--- src/rtl/maint_step_pkg.sv ---
// Purpose: Shared constants and types for the maintenance stepping controller.
// Assumes: One 100 MHz clock, synchronous active-high reset.
// Notes:   Command codes are four bits, processor numbers three bits.
package maint_step_pkg;
	localparam int CMD_W          = 4;
	localparam int PROC_N         = 8;
	localparam int PROC_W         = 3;
	localparam int BURST_W        = 8;
	localparam int CNT_W          = 9;
	localparam logic [3:0] CMD_NONE       = 4'h0;
	localparam logic [3:0] CMD_CYCLE_STEP = 4'hD;
	localparam logic [3:0] CMD_VP_BURST   = 4'hE;
	localparam logic [3:0] CMD_CONTINUOUS = 4'hF;
	localparam logic [1:0] MODE_MANUAL    = 2'h0;
	localparam logic [1:0] MODE_SEMI      = 2'h1;
	localparam logic [1:0] MODE_AUTO      = 2'h2;
	localparam logic [1:0] OVERRIDE_PHASE = 2'h3;
	localparam logic [CNT_W-1:0] CNT_ZERO = 9'h000;
	localparam logic [PROC_N-1:0] FLAGS_CLEAR = 8'h00;

	typedef enum logic [2:0] {
		ST_IDLE    = 3'b000,
		ST_EXECUTE = 3'b110,
		ST_ILLEGAL = 3'b111
	} ctrl_state_e;
endpackage : maint_step_pkg

--- src/rtl/burst_counter.sv ---
// Purpose: Burst down-counter with a running indication.
// Assumes: Load value is already doubled by the caller.
// Notes:   Counts once on every clock while nonzero.
`timescale 1ns/100ps
`default_nettype none
module burst_counter
	import maint_step_pkg::*;
(
	// Clock and reset.
	input  wire logic                        core_clk,
	input  wire logic                        reset,
	// Control.
	input  wire logic                        burst_counter_load,
	input  wire logic [maint_step_pkg::CNT_W-1:0] load_value,
	// Status.
	output logic                             burst_counter_running,
	output logic [1:0]                       phase
);
	logic [CNT_W-1:0] count_q;

	always_ff @(posedge core_clk)
	begin
		if (reset)
			count_q <= CNT_ZERO;
		else if (burst_counter_load)
			count_q <= load_value;
		else if (count_q != CNT_ZERO)
			count_q <= count_q - 9'h001;
	end

	// Running stays high while the count is nonzero.
	assign burst_counter_running = (count_q != CNT_ZERO);
	assign phase                 = count_q[1:0];
endmodule // burst_counter
`default_nettype wire

--- src/rtl/advance_gate.sv ---
// Purpose: Builds advance_pending and run_permit for the cycle step.
// Assumes: Test set and completion flags are per-processor.
// Notes:   One bit of logic per processor, from a generate loop.
`timescale 1ns/100ps
`default_nettype none
module advance_gate
	import maint_step_pkg::*;
(
	// Processor sets.
	input  wire logic [maint_step_pkg::PROC_N-1:0] under_test,
	input  wire logic [maint_step_pkg::PROC_N-1:0] cycle_complete_flags,
	input  wire logic [maint_step_pkg::PROC_W-1:0] current_proc,
	input  wire logic                              slot_zero,
	// Conditions.
	output logic                                   advance_pending,
	output logic                                   run_permit
);
	logic [PROC_N-1:0] open_vec;

	genvar i;
	generate
		for (i = 0; i < PROC_N; i++)
		begin : g_open
			assign open_vec[i] = under_test[i] & ~cycle_complete_flags[i];
		end
	endgenerate

	// Permit withdraws once the slot's processor has completed.
	assign run_permit      = ~under_test[current_proc] | open_vec[current_proc];
	// Pending drops once all are done and slot zero comes round.
	assign advance_pending = (|open_vec) | ~slot_zero;
endmodule // advance_gate
`default_nettype wire

--- src/rtl/maint_step_burst_control.sv ---
// Purpose: Maintenance controller for cycle step, processor burst and continuous run.
// Assumes: Console strobes are synchronous to core_clk; mode and selector are static pins.
// Notes:   Outputs are registered; run control is a flop fed from next-cycle terms.
`timescale 1ns/100ps
`default_nettype none
// Notes on behaviour
// - Cycle step sets busy, clears flags, executes.
// - Cycle run needs pending and permit both.
// - Permit withdraws run after processor completes.
// - Pending drops after last completion, slot zero.
// - Auto runs on, semi and manual stop.
// - Pending low ends cycle step, clears busy.
// - Processor burst legal only in manual mode.
// - Legal burst sets busy, loads doubled count.
// - Burst or continuous outside manual is illegal.
// - Counter runs each clock, run asserted.
// - Test processor advances every fourth clock.
// - Running low clears busy, returns idle.
// - Continuous runs until a new command.
// - Legal continuous sets busy, enters execute.
// - First continuous sets flag, clears, idles.
// - Repeat continuous clears flag, stops run.
// - Other command clears flag, then executes.
// - Running stays high while count nonzero.
module maint_step_burst_control
	import maint_step_pkg::*;
(
	// Clock and reset.
	input  wire logic                              core_clk,
	input  wire logic                              reset,
	// Command write from the register file.
	input  wire logic                              cmd_write,
	input  wire logic [maint_step_pkg::CMD_W-1:0]  cmd_code,
	input  wire logic [maint_step_pkg::BURST_W-1:0] burst_field,
	input  wire logic [maint_step_pkg::PROC_N-1:0] target_field,
	// Console and processor status.
	input  wire logic [1:0]                        mode,
	input  wire logic [maint_step_pkg::PROC_W-1:0] console_processor_selector,
	input  wire logic [maint_step_pkg::PROC_W-1:0] current_proc,
	input  wire logic                              slot_zero,
	input  wire logic [maint_step_pkg::PROC_N-1:0] instr_complete,
	// Register file status.
	output logic                                   busy_bit,
	output logic                                   illegal_bit,
	output logic [maint_step_pkg::CMD_W-1:0]       command_field,
	output logic [maint_step_pkg::PROC_N-1:0]      cycle_complete_flags,
	output logic [2:0]                             ctrl_state,
	// Run control.
	output logic                                   maintenance_run,
	output logic                                   test_advance,
	output logic                                   system_halt,
	output logic                                   continuous_run_flag
);
	ctrl_state_e          state_q;
	ctrl_state_e          state_d;
	logic [CMD_W-1:0]     cmd_q;
	logic                 busy_q;
	logic                 illegal_q;
	logic [PROC_N-1:0]    flags_q;
	logic [PROC_N-1:0]    test_set_q;
	logic                 cont_q;
	logic                 run_q;
	logic                 adv_q;
	logic                 halt_q;
	logic                 burst_counter_load;
	logic                 burst_counter_running;
	logic [1:0]           phase;
	logic                 advance_pending;
	logic                 run_permit;
	logic                 manual;
	logic                 accept;
	logic                 illegal_now;
	logic                 cycle_run;
	logic                 burst_run;
	logic                 cont_run;
	logic                 done_exec;

	assign manual      = (mode == MODE_MANUAL);
	assign accept      = cmd_write & (state_q == ST_IDLE);
	assign illegal_now = ~manual & ((cmd_code == CMD_VP_BURST) | (cmd_code == CMD_CONTINUOUS));

	burst_counter u_burst (
		.core_clk              (core_clk),
		.reset                 (reset),
		.burst_counter_load    (burst_counter_load),
		.load_value            ({burst_field, 1'b0}),
		.burst_counter_running (burst_counter_running),
		.phase                 (phase)
	);

	advance_gate u_gate (
		.under_test           (test_set_q),
		.cycle_complete_flags (flags_q),
		.current_proc         (current_proc),
		.slot_zero            (slot_zero),
		.advance_pending      (advance_pending),
		.run_permit           (run_permit)
	);

	// Doubled burst field loads on a legal burst command.
	assign burst_counter_load = accept & (cmd_code == CMD_VP_BURST) & manual;

	always_comb
	begin
		state_d = state_q;
		case (state_q)
			ST_IDLE:
			begin
				if (accept)
				begin
					if (illegal_now)
						state_d = ST_ILLEGAL;
					else if ((cmd_code == CMD_CYCLE_STEP) | (cmd_code == CMD_VP_BURST))
						state_d = ST_EXECUTE;
					else if (cmd_code == CMD_CONTINUOUS)
						state_d = ST_EXECUTE;
				end
			end
			ST_EXECUTE:
			begin
				if (done_exec)
					state_d = ST_IDLE;
			end
			ST_ILLEGAL:
			begin
				if (manual)
					state_d = ST_IDLE;
			end
			default:
				state_d = ST_IDLE;
		endcase
	end

	always_comb
	begin
		case (cmd_q)
			CMD_CYCLE_STEP: done_exec = ~advance_pending;
			CMD_VP_BURST:   done_exec = ~burst_counter_running & ~burst_counter_load;
			default:        done_exec = 1'b1;
		endcase
	end

	always_ff @(posedge core_clk)
	begin
		if (reset)
			state_q <= ST_IDLE;
		else
			state_q <= state_d;
	end

	// Command field latches on accept and clears when the command ends.
	always_ff @(posedge core_clk)
	begin
		if (reset)
			cmd_q <= CMD_NONE;
		else if (accept)
			cmd_q <= cmd_code;
		else if ((state_q != ST_IDLE) & (state_d == ST_IDLE))
			cmd_q <= CMD_NONE;
	end

	always_ff @(posedge core_clk)
	begin
		if (reset)
			busy_q <= 1'b0;
		else if (accept & (state_d != ST_IDLE))
			busy_q <= 1'b1;
		else if ((state_q != ST_IDLE) & (state_d == ST_IDLE))
			busy_q <= 1'b0;
	end

	always_ff @(posedge core_clk)
	begin
		if (reset)
			illegal_q <= 1'b0;
		else if (accept & illegal_now)
			illegal_q <= 1'b1;
		else if ((state_q == ST_ILLEGAL) & manual)
			illegal_q <= 1'b0;
	end

	// Completion flags clear on a cycle step, then set as processors finish.
	// A completion that falls in the clearing cycle still lands, so set wins.
	always_ff @(posedge core_clk)
	begin
		if (reset)
			flags_q <= FLAGS_CLEAR;
		else if (accept & (cmd_code == CMD_CYCLE_STEP))
			flags_q <= FLAGS_CLEAR | instr_complete;
		else
			flags_q <= flags_q | instr_complete;
	end

	// Processors under test: the target field, or the selector alone in manual.
	always_ff @(posedge core_clk)
	begin
		if (reset)
			test_set_q <= FLAGS_CLEAR;
		else if (accept & manual)
			test_set_q <= 8'h01 << console_processor_selector;
		else if (accept)
			test_set_q <= target_field;
	end

	// Continuous flag toggles on legal continuous commands; others clear it.
	always_ff @(posedge core_clk)
	begin
		if (reset)
			cont_q <= 1'b0;
		else if ((state_q == ST_EXECUTE) & (cmd_q == CMD_CONTINUOUS))
			cont_q <= ~cont_q;
		else if (accept & (cmd_code != CMD_CONTINUOUS))
			cont_q <= 1'b0;
	end

	assign cycle_run = (state_d == ST_EXECUTE) & (cmd_q == CMD_CYCLE_STEP)
		& advance_pending & run_permit;
	assign burst_run = (state_q == ST_EXECUTE) & (cmd_q == CMD_VP_BURST)
		& burst_counter_running;
	assign cont_run  = cont_q & ~(accept & (cmd_code != CMD_CONTINUOUS));

	always_ff @(posedge core_clk)
	begin
		if (reset)
			run_q <= 1'b0;
		else
			run_q <= cycle_run | burst_run | cont_run;
	end

	// Test processor steps only on every fourth clock during a burst.
	always_ff @(posedge core_clk)
	begin
		if (reset)
			adv_q <= 1'b0;
		else if (burst_run)
			adv_q <= (phase == OVERRIDE_PHASE);
		else
			adv_q <= cycle_run | cont_run;
	end

	// After a cycle step auto keeps running; semi and manual stop.
	always_ff @(posedge core_clk)
	begin
		if (reset)
			halt_q <= 1'b0;
		else if (accept)
			halt_q <= 1'b0;
		else if ((state_q == ST_EXECUTE) & (cmd_q == CMD_CYCLE_STEP) & done_exec)
			halt_q <= (mode != MODE_AUTO);
	end

	assign busy_bit             = busy_q;
	assign illegal_bit          = illegal_q;
	assign command_field        = cmd_q;
	assign cycle_complete_flags = flags_q;
	assign ctrl_state           = state_q;
	assign maintenance_run      = run_q;
	assign test_advance         = adv_q;
	assign system_halt          = halt_q;
	assign continuous_run_flag  = cont_q;
endmodule // maint_step_burst_control
`default_nettype wire

--- config.mk ---
export PLATFORM = sky130hd
export DESIGN_NAME = maint_step_burst_control
export DESIGN_NICKNAME = d
export VERILOG_FILES = /design/src/rtl/maint_step_pkg.sv /design/src/rtl/burst_counter.sv /design/src/rtl/advance_gate.sv /design/src/rtl/maint_step_burst_control.sv
export SDC_FILE = /design/constraint.sdc
export NUM_CORES = 1
export LEC_CHECK = 0
export BUFFER_PORTS_ARGS = -buffer_cell sky130_fd_sc_hd__buf_2
export CORE_AREA = 4 4 65 67
export CTS_CLUSTER_SIZE = 40
export DETAILED_ROUTE_END_ITERATION = 10
export DIE_AREA = 0 0 69 71
export PLACE_DENSITY = 0.83
export SLEW_MARGIN = 20
export SYNTH_ARGS = -nofsm -noshare
export SYNTH_HDL_FRONTEND = slang
export SYNTH_SLANG_ARGS = --single-unit
--- constraint.sdc ---
create_clock -name core_clk -period 4.9 [get_ports core_clk]
set_clock_uncertainty 0.15 [all_clocks]
set_input_delay 0.245 -clock core_clk [delete_from_list [all_inputs] [get_ports core_clk]]
set_output_delay 0.245 -clock core_clk [all_outputs]
set_load 0.01 [all_outputs]
==> impl_metrics.toml <==
[timing]
rsz0062_at_grt = "false"
fin_crit_sh_pct = 50.9
hold_violations = 0
final.setup.worst_slack_ns = 2.40
final.setup.tns_ns = 0
slew_viol_final = 0
fmax_ghz = 0.401
worst_slew_pin_slew_ns = 0.848
post-route-min-period_ns = 2.50
relSlewSlack_pct = 43.1
setup_viol = 0

[finish]
final_cell_mix = "buf_2, dfxtp_1, nor2_1, nand2_1, a21oi_1"
syn_to_final_growth_pct = 20.5
drive_gt1_share_pct = 26.3
mostFrequentLayoutCell = "buf_2"
fin_nets = 335
final_util_pct = 65.3
num_antenna_cells = 0

[route]
vias_per_cell = 5.65
finalWirelength_um = 4690
dr.first_iter.drc_count = 163
wl_per_cell_um = 13.8
dr.pass1.iters = 5
vias = 1926
antenna_left = 0
drc = 0

[floorplan]
rows = 22
die_h_um = 71
core_area_mm2 = 0.00363
initial_core_util_pct = 54.2
ioPinCount = 61
die_x_um = 69
die-area_mm2 = 0.00490

[worst_setup_path]
crit_required_ns = 4.99
path_depth = 6
cpPeakStageDelay_ns = 0.47
crit_arrival_ns = 2.58
r2r_cells = 6
r2r-end = "busy_bit$_SDFFE_PP0P_"
cp_cell_sequence = "nor4b_4 -> buf_4 -> nand4b_2 -> a21oi_1 -> o21a_1 -> o221a_2"
reg2reg_from = "ctrl_state[0]$_SDFF_PP0_"
cp_num_buf_inv = 1
startpoint_type = "flop"
end_kind = "flop"
crit_family = "compound AO/OA/AOI/OAI gates"
path_class = "reg -> reg"
cp_slowest_cell = "a21oi_1"
rrSetupSlack_ns = 2.40
cp_max_fo = 31

[logic_synthesis]
ys.flop_type = "dfxtp_1"
async_flop_share_pct = 0
avgSynthCellArea_um2 = 8.34
syn_inst = 236
synth-edff-count = 0
ys_seq_area_share_pct = 38.7
synth_nets = 279
synth_top_area_cell = "dfxtp_1"
yosys-top-cells-area = "dfxtp_1, nor2_1, a211oi_1"
synth_warnings = 0
yosys.area.top_type_share_pct = 38.7
synth_seq_cells = 38
synth_cell_type_count = 50
synth_area_mm2 = 0.00197

[placement]
place_ws_ns = 2.42
place_congestion = 0.914
port_buffers = 60
dp_hpwl_um = 3680

[min_path]
holdPathEnd = "cycle_complete_flags[7]$_SDFF_PP0_"
min_from = "instr_complete[7]"
hp-class = "in -> reg"
holdPathStages = 3

[global_routing]
grt_pass1_wl_um = 7770
grt_max_degree = 36
grtUsageTotal_pct = 19.1
grt_pass1_vias = 1755
grt_overflow = 0
antenna_found_initial = 0

[clock_tree]
cts_hold_buf = 0
cts_made_buffers = 5
h-tree-depth = 2
cts_resized = 0
postCtsSetupBuffers = 0
root_buffer = "clkbuf_8"
clockBufferDepth = 2
clock_sinks = 38
clk_pin_slew_worst_paths_ns = 0.07
cts_tree = "done"
clk_latency_ns = 0.29

[power]
p_leak_nw = 1.03
switching_share_pct = 32.0
p_sw_w = 0.000275
pwr_density_cell_mw_per_mm2 = 363
p_clk_share_pct = 25.2
ir_worst_vdd_mv = 0.206
pwr-share-comb_pct = 30.1
seqPwrFrac_pct = 44.8
intPower_w = 0.000585

[flow_run]
max_cap_viol_count = 0

[status]
outcome = "complete, no violations"
-- logic make-up after synthesis --
group	Yosys count	share of synthesized area (%)
compound gates	60	21.6
fa+ha+maj	3	1.91
xor+xnor	3	1.34
mux	7	4.96
buf+inv	21	4.58
flops	38	38.7
simple gates	104	27.0
-- Yosys cell counts, drive strengths merged (2+ instances only) --
library cell,n
a2111oi,2
a211oi,13
a21o,2
a21oi,19
a22oi,3
a311oi,2
a32oi,3
buf,5
clkbuf,7
dfxtp,38
ha,3
inv,9
mux2,2
mux2i,3
mux4,2
nand2,25
nand2b,2
nand3,4
nand4,4
nand4b,2
nor2,33
nor2b,4
nor3,10
nor3b,5
nor4,6
nor4b,2
o211ai,4
o21ai,3
or2,2
xnor2,3
-- final cells by class --
cell class | instances | area, µm²
fill | 342 | 1260
multi-input combinational | 177 | 1120
sequential | 38 | 761
timing repair buffer | 61 | 308
clock buffer | 7 | 86.3
tap | 48 | 60.1
inverter | 9 | 33.8
clock inverter | 1 | 5.00
-- through the flow --
| step | cell area [µm²] | total power, W | std cells | hold WS, ns |
|---|---|---|---|---|
| 5_1_grt | 2370 | 0.000917 | 341 | 0.0118 |
| 6_report | 2370 | 0.000861 | 341 | 0.0142 |
| 2_1_floorplan | 1970 | 0.000587 | 236 | 0.212 |
| 3_5_place_dp | 2280 | 0.000650 | 333 | 0.306 |
| 4_1_cts | 2370 | 0.000864 | 341 | 0.00846 |
| 3_3_place_gp | 2280 | 0.000645 | 333 | 0.297 |
-- power by group through the flow --
stage | Clock (W) | Sequential (W) | Combinational (W)
2_1_floorplan | 0 | 0.000387 | 0.000200
3_3_place_gp | 0 | 0.000392 | 0.000253
3_5_place_dp | 0 | 0.000393 | 0.000257
4_1_cts | 0.000219 | 0.000385 | 0.000259
5_1_grt | 0.000233 | 0.000392 | 0.000292
6_report | 0.000217 | 0.000385 | 0.000259
-- registers in the layout (all words and copies together) (netlist names) --
register and flops:
cycle_complete_flags 8, command_field 4, busy_bit 1, system_halt 1
test_advance 1, maintenance_run 1, u_burst.count_q 9, continuous_run_flag 1
ctrl_state 3, illegal_bit 1, test_set_q 8
-- per-layer routing --
layer / up-vias / wire length (µm) / global-route usage, %
li1: 981 / - / -
met1: 864 / 2060 / 24.0
met2: 73 / 2160 / 31.4
met3: 8 / 384 / 5.54
met4: 0 / 82 / 6.94
met5: - / 0 / 0
-- worst max path at each step --
stage,start,endpoint
floorplan,u_burst.count_q[0]$_SDFFE_PP0P_,busy_bit$_SDFFE_PP0P_
global route,ctrl_state[0]$_SDFF_PP0_,busy_bit$_SDFFE_PP0P_
finish,ctrl_state[0]$_SDFF_PP0_,busy_bit$_SDFFE_PP0P_
CTS,ctrl_state[0]$_SDFF_PP0_,test_advance$_SDFF_PP0_
detailed placement,ctrl_state[0]$_SDFF_PP0_,test_advance$_SDFF_PP0_
global placement,ctrl_state[0]$_SDFF_PP0_,busy_bit$_SDFFE_PP0P_
-- worst register-to-register path: cells and delay by family (launching register included) --
family	cells	cell delay, ns
compound gates	3	0.87
simple gates	2	0.68
flops	1	0.42
buf+inv	1	0.34
Note: power is estimated with default switching activity, not from simulation.
